<file path="src/acdma_pkg.sv">
/*
  Package for the audio capture DMA block: register offsets, control and
  status field positions, reset values and the staging buffer geometry.
  Assumes a 32-bit APB register bus and a 32-bit highway write port.
*/
package acdma_pkg;

  // ----------------------------------------------------------------------
  // register map (byte addresses)
  // ----------------------------------------------------------------------
  localparam logic [7:0] ACDMA_CTL_OFS   = 8'h00; // capture_control_status
  localparam logic [7:0] ACDMA_FIRST_BUFFER_START_OFS = 8'h04; // first_buffer_start
  localparam logic [7:0] ACDMA_SECOND_BUFFER_START_OFS = 8'h08; // second_buffer_start
  localparam logic [7:0] ACDMA_SIZE_OFS  = 8'h0C; // samples per buffer

  // ----------------------------------------------------------------------
  // capture_control_status fields
  // ----------------------------------------------------------------------
  localparam int ACDMA_RESET_BIT   = 31;
  localparam int ACDMA_LOOP_BIT    = 30; // loopback_diagnostic
  localparam int ACDMA_AWAKE_BIT   = 29; // stay_awake
  localparam int ACDMA_CAPON_BIT   = 28; // capture_on
  localparam int ACDMA_EN_LSB      = 24; // four irq enables
  localparam int ACDMA_ACK_LSB     = 20; // four release / clear bits
  localparam int ACDMA_CUR_BIT     = 4;  // first_buffer_current
  localparam int ACDMA_FLAG_LSB    = 0;  // four status flags
  localparam int ACDMA_NFLAG       = 4;

  // flag order inside each group of four
  localparam int ACDMA_F_FIRST  = 0; // first_buffer_filled
  localparam int ACDMA_F_SECOND = 1; // second_buffer_filled
  localparam int ACDMA_F_BW     = 2; // highway_bandwidth_error
  localparam int ACDMA_F_STARV  = 3; // buffer starved

  // ----------------------------------------------------------------------
  // reset values and geometry
  // ----------------------------------------------------------------------
  localparam logic [31:0] ACDMA_ZERO_RST  = 32'h0000_0000;
  localparam logic [31:0] ACDMA_ALIGN_MSK = 32'hFFFF_FFC0; // low six bits zero
  localparam int          ACDMA_BUF_BYTES = 64;
  localparam int          ACDMA_BUF_WORDS = ACDMA_BUF_BYTES / 4;

  typedef enum logic [1:0] {ACDMA_WR_IDLE, ACDMA_WR_REQ, ACDMA_WR_BURST} acdma_wr_t;

endpackage

</file>
<file path="src/acdma_top.sv">
/*
  Audio capture DMA: holding register, 64-byte staging buffer, ping-pong
  SDRAM buffers, sticky flags with enables and clear bits, loopback mux.
  Assumes a serial-parallel converter outside that delivers one 32-bit
  sample per pulse, a highway that grants one request and then takes one
  word per cycle, and an APB master with 32-bit data.
*/
// Contract
// hold register then 64-byte staging buffer
// burst staging buffer while hold takes next
// arbiter latency at most sample interval minus 20ns
// bandwidth error on arrival, hold and buffer busy
// first_buffer_current reads next buffer, 1 after reset
// first fill sets flag; release refreshes buffer
// second fill sets flag; release refreshes buffer
// starved flag, enabled irq, own clear only
// bandwidth error raises irq when enabled
// reset bit resets all, reads zero
// capture_on gates capture and mastering
// stay_awake keeps running in global power down
// clear bits drop flag, read zero
// on either error discard arriving samples
// starved halt ends on any buffer release
// bandwidth halt ends when burst written
// error flags sticky until explicit clear
// loopback takes playback pins into converter
// software loopback entry sequence with soft reset
// loopback bit 0 normal, 1 diagnostic
// fill alternates between buffers without loss
// bases and size 64-aligned by software
// size counts samples, stereo pair is one
// irq is OR of enabled flags, level
`timescale 1ns/10ps

module acdma_top
  import acdma_pkg::*;
#(
  parameter int WORDS = acdma_pkg::ACDMA_BUF_WORDS
)
(
  input  wire logic        core_clk,
  input  wire logic        rst_b,
  input  wire logic        psel,
  input  wire logic        penable,
  input  wire logic        pwrite,
  input  wire logic [7:0]  paddr,
  input  wire logic [31:0] pwdata,
  output logic [31:0]      prdata,
  output logic             pready,
  output logic             pslverr,
  input  wire logic        sample_valid,
  input  wire logic [31:0] sample_data,
  input  wire logic        capture_bit_clock,
  input  wire logic        capture_word_select,
  input  wire logic        capture_serial_in,
  input  wire logic        playback_bit_clock,
  input  wire logic        playback_word_select,
  input  wire logic        playback_serial_out,
  output logic             conv_bit_clock,
  output logic             conv_word_select,
  output logic             conv_serial_in,
  output logic             hw_req,
  output logic [31:0]      hw_addr,
  input  wire logic        hw_gnt,
  output logic             hw_wvalid,
  output logic [31:0]      hw_wdata,
  input  wire logic        global_power_down,
  output logic             capture_irq
);
  import acdma_pkg::*;
  localparam int WIDX = $clog2(WORDS);
  // ----------------------------------------------------------------------
  // register bus decode
  // ----------------------------------------------------------------------
  logic                wr_acc, wr_ctl, soft_rst, clr, mapped;
  logic [3:0]          ack;
  logic [31:0]         rd_nxt;
  logic                loop_r, awake_r, capon_r;
  logic [3:0]          en_r;
  logic [3:0]          flag_r;
  logic [31:0]         first_buffer_start_r, second_buffer_start_r, size_r;
  // writes land only at the access edge
  assign wr_acc   = psel & penable & pwrite;
  assign wr_ctl   = wr_acc & (paddr == ACDMA_CTL_OFS);
  assign soft_rst = wr_ctl & pwdata[ACDMA_RESET_BIT];
  assign clr      = ~rst_b | soft_rst;
  assign ack      = wr_ctl ? pwdata[ACDMA_ACK_LSB +: 4] : 4'h0;
  assign mapped   = (paddr == ACDMA_CTL_OFS) | (paddr == ACDMA_FIRST_BUFFER_START_OFS) |
                    (paddr == ACDMA_SECOND_BUFFER_START_OFS) | (paddr == ACDMA_SIZE_OFS);
  assign pready   = 1'b1;
  assign pslverr  = psel & penable & ~mapped;

  // ----------------------------------------------------------------------
  // capture engine state
  // ----------------------------------------------------------------------
  logic                active, arrive, bw_hit, starve_hit, burst_done;
  logic                hold_full_r, pending_r, cur_first_r, avail1_r, avail2_r;
  logic                halt_bw_r, halt_ovr_r, cur_avail, stage_go, last_sample;
  logic [31:0]         hold_r, burst_addr_r, cnt_r;
  logic [31:0]         stage_r [WORDS];
  logic [WIDX-1:0]     widx_r, beat_r;
  acdma_wr_t           wst_r;
  // power down stops the unit unless stay_awake is set
  assign active      = capon_r & ~(global_power_down & ~awake_r);
  assign arrive      = sample_valid & active & ~halt_bw_r & ~halt_ovr_r;
  assign bw_hit      = arrive & hold_full_r & pending_r;
  assign cur_avail   = cur_first_r ? avail1_r : avail2_r;
  assign stage_go    = hold_full_r & ~pending_r & cur_avail;
  assign starve_hit  = hold_full_r & ~pending_r & ~cur_avail;
  assign last_sample = (cnt_r + 32'h1) == size_r;
  assign burst_done  = (wst_r == ACDMA_WR_BURST) && (beat_r == WIDX'(WORDS - 1));

  // ----------------------------------------------------------------------
  // control, base and size registers
  // ----------------------------------------------------------------------
  always_ff @(posedge core_clk)
  begin
    if (clr)
    begin
      loop_r  <= 1'b0;
      awake_r <= 1'b0;
      capon_r <= 1'b0;
      en_r    <= 4'h0;
      first_buffer_start_r <= ACDMA_ZERO_RST;
      second_buffer_start_r <= ACDMA_ZERO_RST;
      size_r  <= ACDMA_ZERO_RST;
    end
    else if (wr_acc)
    begin
      case (paddr)
        ACDMA_CTL_OFS:
        begin
          loop_r  <= pwdata[ACDMA_LOOP_BIT];
          awake_r <= pwdata[ACDMA_AWAKE_BIT];
          capon_r <= pwdata[ACDMA_CAPON_BIT];
          en_r    <= pwdata[ACDMA_EN_LSB +: 4];
        end
        ACDMA_FIRST_BUFFER_START_OFS: first_buffer_start_r <= pwdata & ACDMA_ALIGN_MSK;
        ACDMA_SECOND_BUFFER_START_OFS: second_buffer_start_r <= pwdata & ACDMA_ALIGN_MSK;
        ACDMA_SIZE_OFS:  size_r  <= pwdata & ACDMA_ALIGN_MSK;
        default:         ;
      endcase
    end
  end

  // read data, registered in the setup cycle
  always_comb
  begin
    rd_nxt = 32'h0000_0000;
    case (paddr)
      ACDMA_CTL_OFS:
      begin
        // reset and clear bits always read as zero
        rd_nxt[ACDMA_LOOP_BIT]         = loop_r;
        rd_nxt[ACDMA_AWAKE_BIT]        = awake_r;
        rd_nxt[ACDMA_CAPON_BIT]        = capon_r;
        rd_nxt[ACDMA_EN_LSB +: 4]      = en_r;
        rd_nxt[ACDMA_CUR_BIT]          = cur_first_r;
        rd_nxt[ACDMA_FLAG_LSB +: 4]    = flag_r;
      end
      ACDMA_FIRST_BUFFER_START_OFS: rd_nxt = first_buffer_start_r;
      ACDMA_SECOND_BUFFER_START_OFS: rd_nxt = second_buffer_start_r;
      ACDMA_SIZE_OFS:  rd_nxt = size_r;
      default:         rd_nxt = 32'h0000_0000;
    endcase
  end
  always_ff @(posedge core_clk)
  begin
    if (clr)
      prdata <= 32'h0000_0000;
    else if (psel & ~penable & ~pwrite)
      prdata <= rd_nxt;
  end

  // ----------------------------------------------------------------------
  // sticky flags: a set in the clearing cycle wins
  // ----------------------------------------------------------------------
  always_ff @(posedge core_clk)
  begin
    if (clr)
      flag_r <= 4'h0;
    else
    begin
      if (stage_go & last_sample & cur_first_r)
        flag_r[ACDMA_F_FIRST] <= 1'b1;
      else if (ack[ACDMA_F_FIRST])
        flag_r[ACDMA_F_FIRST] <= 1'b0;
      if (stage_go & last_sample & ~cur_first_r)
        flag_r[ACDMA_F_SECOND] <= 1'b1;
      else if (ack[ACDMA_F_SECOND])
        flag_r[ACDMA_F_SECOND] <= 1'b0;
      if (bw_hit)
        flag_r[ACDMA_F_BW] <= 1'b1;
      else if (ack[ACDMA_F_BW])
        flag_r[ACDMA_F_BW] <= 1'b0;
      if (starve_hit)
        flag_r[ACDMA_F_STARV] <= 1'b1;
      else if (ack[ACDMA_F_STARV])
        flag_r[ACDMA_F_STARV] <= 1'b0;
    end
  end
  // one shared level request; acks drop it the next edge
  assign capture_irq = |(flag_r & en_r);

  // ----------------------------------------------------------------------
  // holding register and error halts
  // ----------------------------------------------------------------------
  always_ff @(posedge core_clk)
  begin
    if (clr)
    begin
      hold_full_r <= 1'b0;
      hold_r      <= 32'h0000_0000;
    end
    else if (arrive & ~bw_hit)
    begin
      hold_full_r <= 1'b1;
      hold_r      <= sample_data;
    end
    else if (stage_go | starve_hit)
      hold_full_r <= 1'b0;
  end
  always_ff @(posedge core_clk)
  begin
    if (clr)
    begin
      halt_bw_r  <= 1'b0;
      halt_ovr_r <= 1'b0;
    end
    else
    begin
      if (bw_hit)
        halt_bw_r <= 1'b1;
      else if (burst_done)
        halt_bw_r <= 1'b0;
      if (starve_hit)
        halt_ovr_r <= 1'b1;
      else if (ack[ACDMA_F_FIRST] | ack[ACDMA_F_SECOND])
        halt_ovr_r <= 1'b0;
    end
  end

  // ----------------------------------------------------------------------
  // ping-pong bookkeeping; both buffers count as supplied after reset
  // ----------------------------------------------------------------------
  always_ff @(posedge core_clk)
  begin
    if (clr)
    begin
      cur_first_r <= 1'b1;
      cnt_r       <= 32'h0000_0000;
      avail1_r    <= 1'b1;
      avail2_r    <= 1'b1;
    end
    else
    begin
      if (stage_go)
      begin
        if (last_sample)
        begin
          cnt_r       <= 32'h0000_0000;
          cur_first_r <= ~cur_first_r;
        end
        else
          cnt_r <= cnt_r + 32'h1;
      end
      if (ack[ACDMA_F_FIRST])
        avail1_r <= 1'b1;
      else if (stage_go & last_sample & cur_first_r)
        avail1_r <= 1'b0;
      if (ack[ACDMA_F_SECOND])
        avail2_r <= 1'b1;
      else if (stage_go & last_sample & ~cur_first_r)
        avail2_r <= 1'b0;
    end
  end

  // ----------------------------------------------------------------------
  // staging buffer fill
  // ----------------------------------------------------------------------
  always_ff @(posedge core_clk)
  begin
    if (clr)
    begin
      widx_r       <= '0;
      pending_r    <= 1'b0;
      burst_addr_r <= 32'h0000_0000;
    end
    else
    begin
      if (stage_go)
      begin
        widx_r <= widx_r + 1'b1;
        if (widx_r == '0)
          burst_addr_r <= (cur_first_r ? first_buffer_start_r : second_buffer_start_r) + {cnt_r[29:0], 2'b00};
        if (widx_r == WIDX'(WORDS - 1))
          pending_r <= 1'b1;
      end
      if (burst_done)
        pending_r <= 1'b0;
    end
  end
  genvar gi;
  generate
    for (gi = 0; gi < WORDS; gi++)
    begin : g_stage
      always_ff @(posedge core_clk)
      begin
        if (clr)
          stage_r[gi] <= 32'h0000_0000;
        else if (stage_go && (widx_r == WIDX'(gi)))
          stage_r[gi] <= hold_r;
      end
    end
  endgenerate

  // ----------------------------------------------------------------------
  // highway burst: one request, then one word per cycle
  // ----------------------------------------------------------------------
  // the hold register takes the next sample meanwhile, which is what gives
  // the arbiter one whole sample interval to answer
  always_ff @(posedge core_clk)
  begin
    if (clr)
    begin
      wst_r    <= ACDMA_WR_IDLE;
      beat_r   <= '0;
      hw_wdata <= 32'h0000_0000;
    end
    else
    begin
      case (wst_r)
        ACDMA_WR_IDLE:
          if (pending_r & active)
            wst_r <= ACDMA_WR_REQ;
        ACDMA_WR_REQ:
          if (hw_gnt)
          begin
            wst_r    <= ACDMA_WR_BURST;
            beat_r   <= '0;
            hw_wdata <= stage_r[0];
          end
        ACDMA_WR_BURST:
        begin
          beat_r   <= beat_r + 1'b1;
          hw_wdata <= stage_r[WIDX'(beat_r + 1'b1)];
          if (burst_done)
            wst_r <= ACDMA_WR_IDLE;
        end
        default: wst_r <= ACDMA_WR_IDLE;
      endcase
    end
  end
  assign hw_req    = (wst_r == ACDMA_WR_REQ);
  assign hw_addr   = burst_addr_r;
  assign hw_wvalid = (wst_r == ACDMA_WR_BURST);

  // converter pin selection: a pin driven from the board defeats the playback test
  assign conv_bit_clock   = loop_r ? playback_bit_clock   : capture_bit_clock;
  assign conv_word_select = loop_r ? playback_word_select : capture_word_select;
  assign conv_serial_in   = loop_r ? playback_serial_out  : capture_serial_in;
endmodule

</file>
<file path="config.mk">
export PLATFORM = sky130hd
export DESIGN_NAME = acdma_top
export DESIGN_NICKNAME = d
export VERILOG_FILES = /design/src/acdma_pkg.sv /design/src/acdma_top.sv
export SDC_FILE = /design/constraint.sdc
export NUM_CORES = 1
export LEC_CHECK = 0
export BUFFER_PORTS_ARGS = -buffer_cell sky130_fd_sc_hd__clkbuf_2
export CORE_UTILIZATION = 50
export CTS_CLUSTER_DIAMETER = 80
export CTS_CLUSTER_SIZE = 10
export DETAILED_ROUTE_END_ITERATION = 16
export PLACE_DENSITY = 0.78
export RECOVER_POWER = 100
export SLEW_MARGIN = 0
export SYNTH_ARGS = -nofsm -noshare
export SYNTH_HDL_FRONTEND = slang
export SYNTH_SLANG_ARGS = --single-unit
</file>
<file path="constraint.sdc">
create_clock -name core_clk -period 6.9 [get_ports core_clk]
set_input_delay 0.345 -clock core_clk [delete_from_list [all_inputs] [get_ports core_clk]]
set_output_delay 0.345 -clock core_clk [all_outputs]
set_load 0.1 [all_outputs]
</file>
==> out/summary.txt <==
Fin. Hold Viols - 0
Max Clock Freq - 165 MHz
Fin crit period - 6.07 ns
Initial antenna violation count - 1
Synthesized netlist cell count - 2935
Most utilized layer in the global route result - met2
Fillers - 5599
Synth Flop Type - edfxtp_1
Post-synth top area share - 0.427
Post-DP HPWL - 55800 um
Final Setup Violations - 0
GR Layer Usage met2 - 0.431
Tot GR Track Use - 0.261
EDFF count, synth - 512
Final wirelength - 96600 um
Post-route cell area - 40600 um^2
Most frequent CP cell - clkbuf_1
Cts bufs inserted - 89
Yosys warns - 0
Area of the core - 71400 um^2
Setup_tns - 0 ns
M1 GR Usage - 0.345
Max Slew Vio Count - 809
Grt total ovfl - 0
Clock sink count - 775
RSZ-0062 raised after global routing - no
Final setup margin - 0.832 ns
Top post-synthesis cells by area - edfxtp_1 (43%), dfxtp_1 (15%), mux4_2 (10%), and2_1 (7.9%), nand2_1 (3.2%)
Non-filler instance count after layout - 4082
Pwr/cell area - 243 nW/um^2
Rows - 98
DRC violations left - 4
Reg clk slew, reported paths - 0.05 ns
Mapped Area - 36000 um^2
Met3 usage - 0.0479
Largest net degree at the start of global routing - 161
Share of cells above drive strength 1 - 0.149
Total power - 9.87 mW
Final period utilization - 0.879
Via density - 6.05
Crit path max-delay cell type - clkbuf_1
CP required - 7.04 ns
Hold crit path type - in2reg
Number of DRC markers in iteration 0 - 2603
Peak VDD IR - 0.197 mV
Initial core utilization - 0.504
First-pass GRT wire length - 146000 um
Worst Path Max Fanout - 71
Sequential area share after synthesis - 0.573
# Max-Cap Violations - 28
Wire per inst - 23.7 um
Number of global-route vias before repair - 24241
Crit end category - register
Max-slew headroom - -1.18
Syn_area_per_cell - 12.3 um^2
Distinct cell type count after synthesis - 73
Top-count cell post-synth - edfxtp_1
Status - finished with violations
Critical path arrival - 6.21 ns
Vias after detailed routing - 24685
Area Growth Syn to Fin - 12.7%
Most common library cells after synthesis - edfxtp_1 (512), and2_1 (454), nand2_1 (306)
Synth Register Bits - 775
Dpl cells - 3874
Fin nets - 3188
ANT nets after route - 0
Worst-Margin Slew - 3.27 ns
Post-CTS setup buffers - 0
Violated checks - design-rule violations, max-capacitance violations, max-slew violations
CTS HTree Levels - 3
Clock tree from TritonCTS - done
Slowest Stage Delay on Critical Path - 2.07 ns
Synth async-reset ratio - 0
I/O pin cnt - 190
Cts repair resizes - 0
Worst Path Buf+Inv - 4
Total die area - 73100 um^2
Worst Skew - 0.0747 ns
Max Buffers Root-to-Sink - 3
IO Port Bufs - 179
Final hold slack - 0.00911 ns
CTS Root Buffer Type - clkbuf_16
DRT Pass-1 Iters - 13
Clk_lat worst skew - 0.65 ns
Post-CTS Hold Fix Bufs - 55
Crit Path Class - in2reg
Lkg Pwr - 14.4 nW
Post-layout util - 0.569
Worst path top cell family by delay - buffers and inverters
Crit path cell chain - clkbuf_1, nor4_1, clkbuf_1, nand2_1, and2_4, clkbuf_2, o21ai_0, clkbuf_1
Die W - 270 um
DP Worst Slack - 1.97 ns
CP Launch Type - input pin
Cell accounting for the most synthesized area - edfxtp_1
Die height - 270 um
Placement Cell Area - 37900 um^2
Final Wtd Congestion - 0.838
==> state kept, by name, summed over array words and instances (netlist names) <==
name                   count
avail2_r                   1
avail1_r                   1
prdata                    31
hw_wdata                  32
beat_r                     4
cnt_r                     32
capon_r                    1
halt_ovr_r                 1
size_r                    26
pending_r                  1
hw_addr                   30
stage_r                  512
hold_r                    32
cur_first_r                1
first_buffer_start_r      26
en_r                       4
widx_r                     4
awake_r                    1
halt_bw_r                  1
second_buffer_start_r     26
loop_r                     1
hold_full_r                1
wst_r                      2
flag_r                     4
==> layout make-up <==
class	count	area, um^2	area share
diodes	1	2.50	0.0000617
clock buffers	143	2470	0.0609
flip-flops and latches	775	20600	0.509
multi-input cells	1901	14400	0.356
inverters	15	56.3	0.00139
clock inverters	9	135	0.00333
repair buffers	288	1640	0.0404
well taps	950	1190	0.0293
==> logic make-up (layout without fill, tap and decap cells) <==
| logic type | after synthesis | in the layout | synth area share |
|---|---|---|---|
| and+or+nand+nor | 1148 | 1148 | 0.170 |
| DFF | 775 | 775 | 0.573 |
| AOI/OAI and AO/OA | 394 | 394 | 0.0692 |
| buffers and inverters | 261 | 455 | 0.0288 |
| muxes | 252 | 252 | 0.130 |
| xor gates and xnor gates | 71 | 71 | 0.0175 |
| adders and majority gates | 32 | 32 | 0.0113 |
| other | 2 | 5 | 0.000209 |
==> cells in the final DEF, fill, tap and decap left out, types with 31 or more instances in the layout <==
master / instances
edfxtp_1: 512
and2_0: 239
nand2_1: 306
clkbuf_2: 85
dlygate4sd3_1: 55
mux2i_1: 35
mux2_2: 50
a211oi_1: 44
clkbuf_1: 178
a22oi_1: 33
and2_1: 214
and3_1: 88
dfxtp_1: 262
nor2_1: 125
ha_1: 31
a21oi_1: 181
xnor2_1: 47
mux4_2: 167
nand3_1: 48
clkbuf_16: 91
==> worst paths after layout <==
path              startpoint         endpoint  slack, ns  depth (start not counted)
min reg2reg        halt_bw_r        halt_bw_r       0.46                          2
max                 paddr[2]  stage_r[15][28]       0.83                          8
min          sample_data[29]       hold_r[29]      0.009                          3
max reg2reg        beat_r[0]      hw_wdata[6]       1.10                          6
==> routing by layer <==
metal | vias up | part of all wire
li1 | 10949 | -
met1 | 12289 | 0.39
met2 | 1214 | 0.48
met3 | 233 | 0.089
met4 | 0 | 0.035
met5 | - | 0
==> report_power, final <==
| part | internal (mW) | switching [mW] | leakage, nW | total, mW |
|---|---|---|---|---|
| clock | 2.45 | 1.86 | 1.24 | 4.32 |
| sequential | 5.06 | 0.0766 | 7.41 | 5.14 |
| combinational | 0.154 | 0.263 | 5.79 | 0.417 |
| total | 7.67 | 2.20 | 14.4 | 9.87 |
==> worst register-to-register path: stages (launching register included) <==
cell      delay (ns)
dfxtp_4         0.70
ha_1            2.41
clkbuf_2        1.20
mux4_2          0.49
mux4_2          0.51
nor2_1          0.13
a211oi_1        0.10
(Power assumes the default switching activity.)
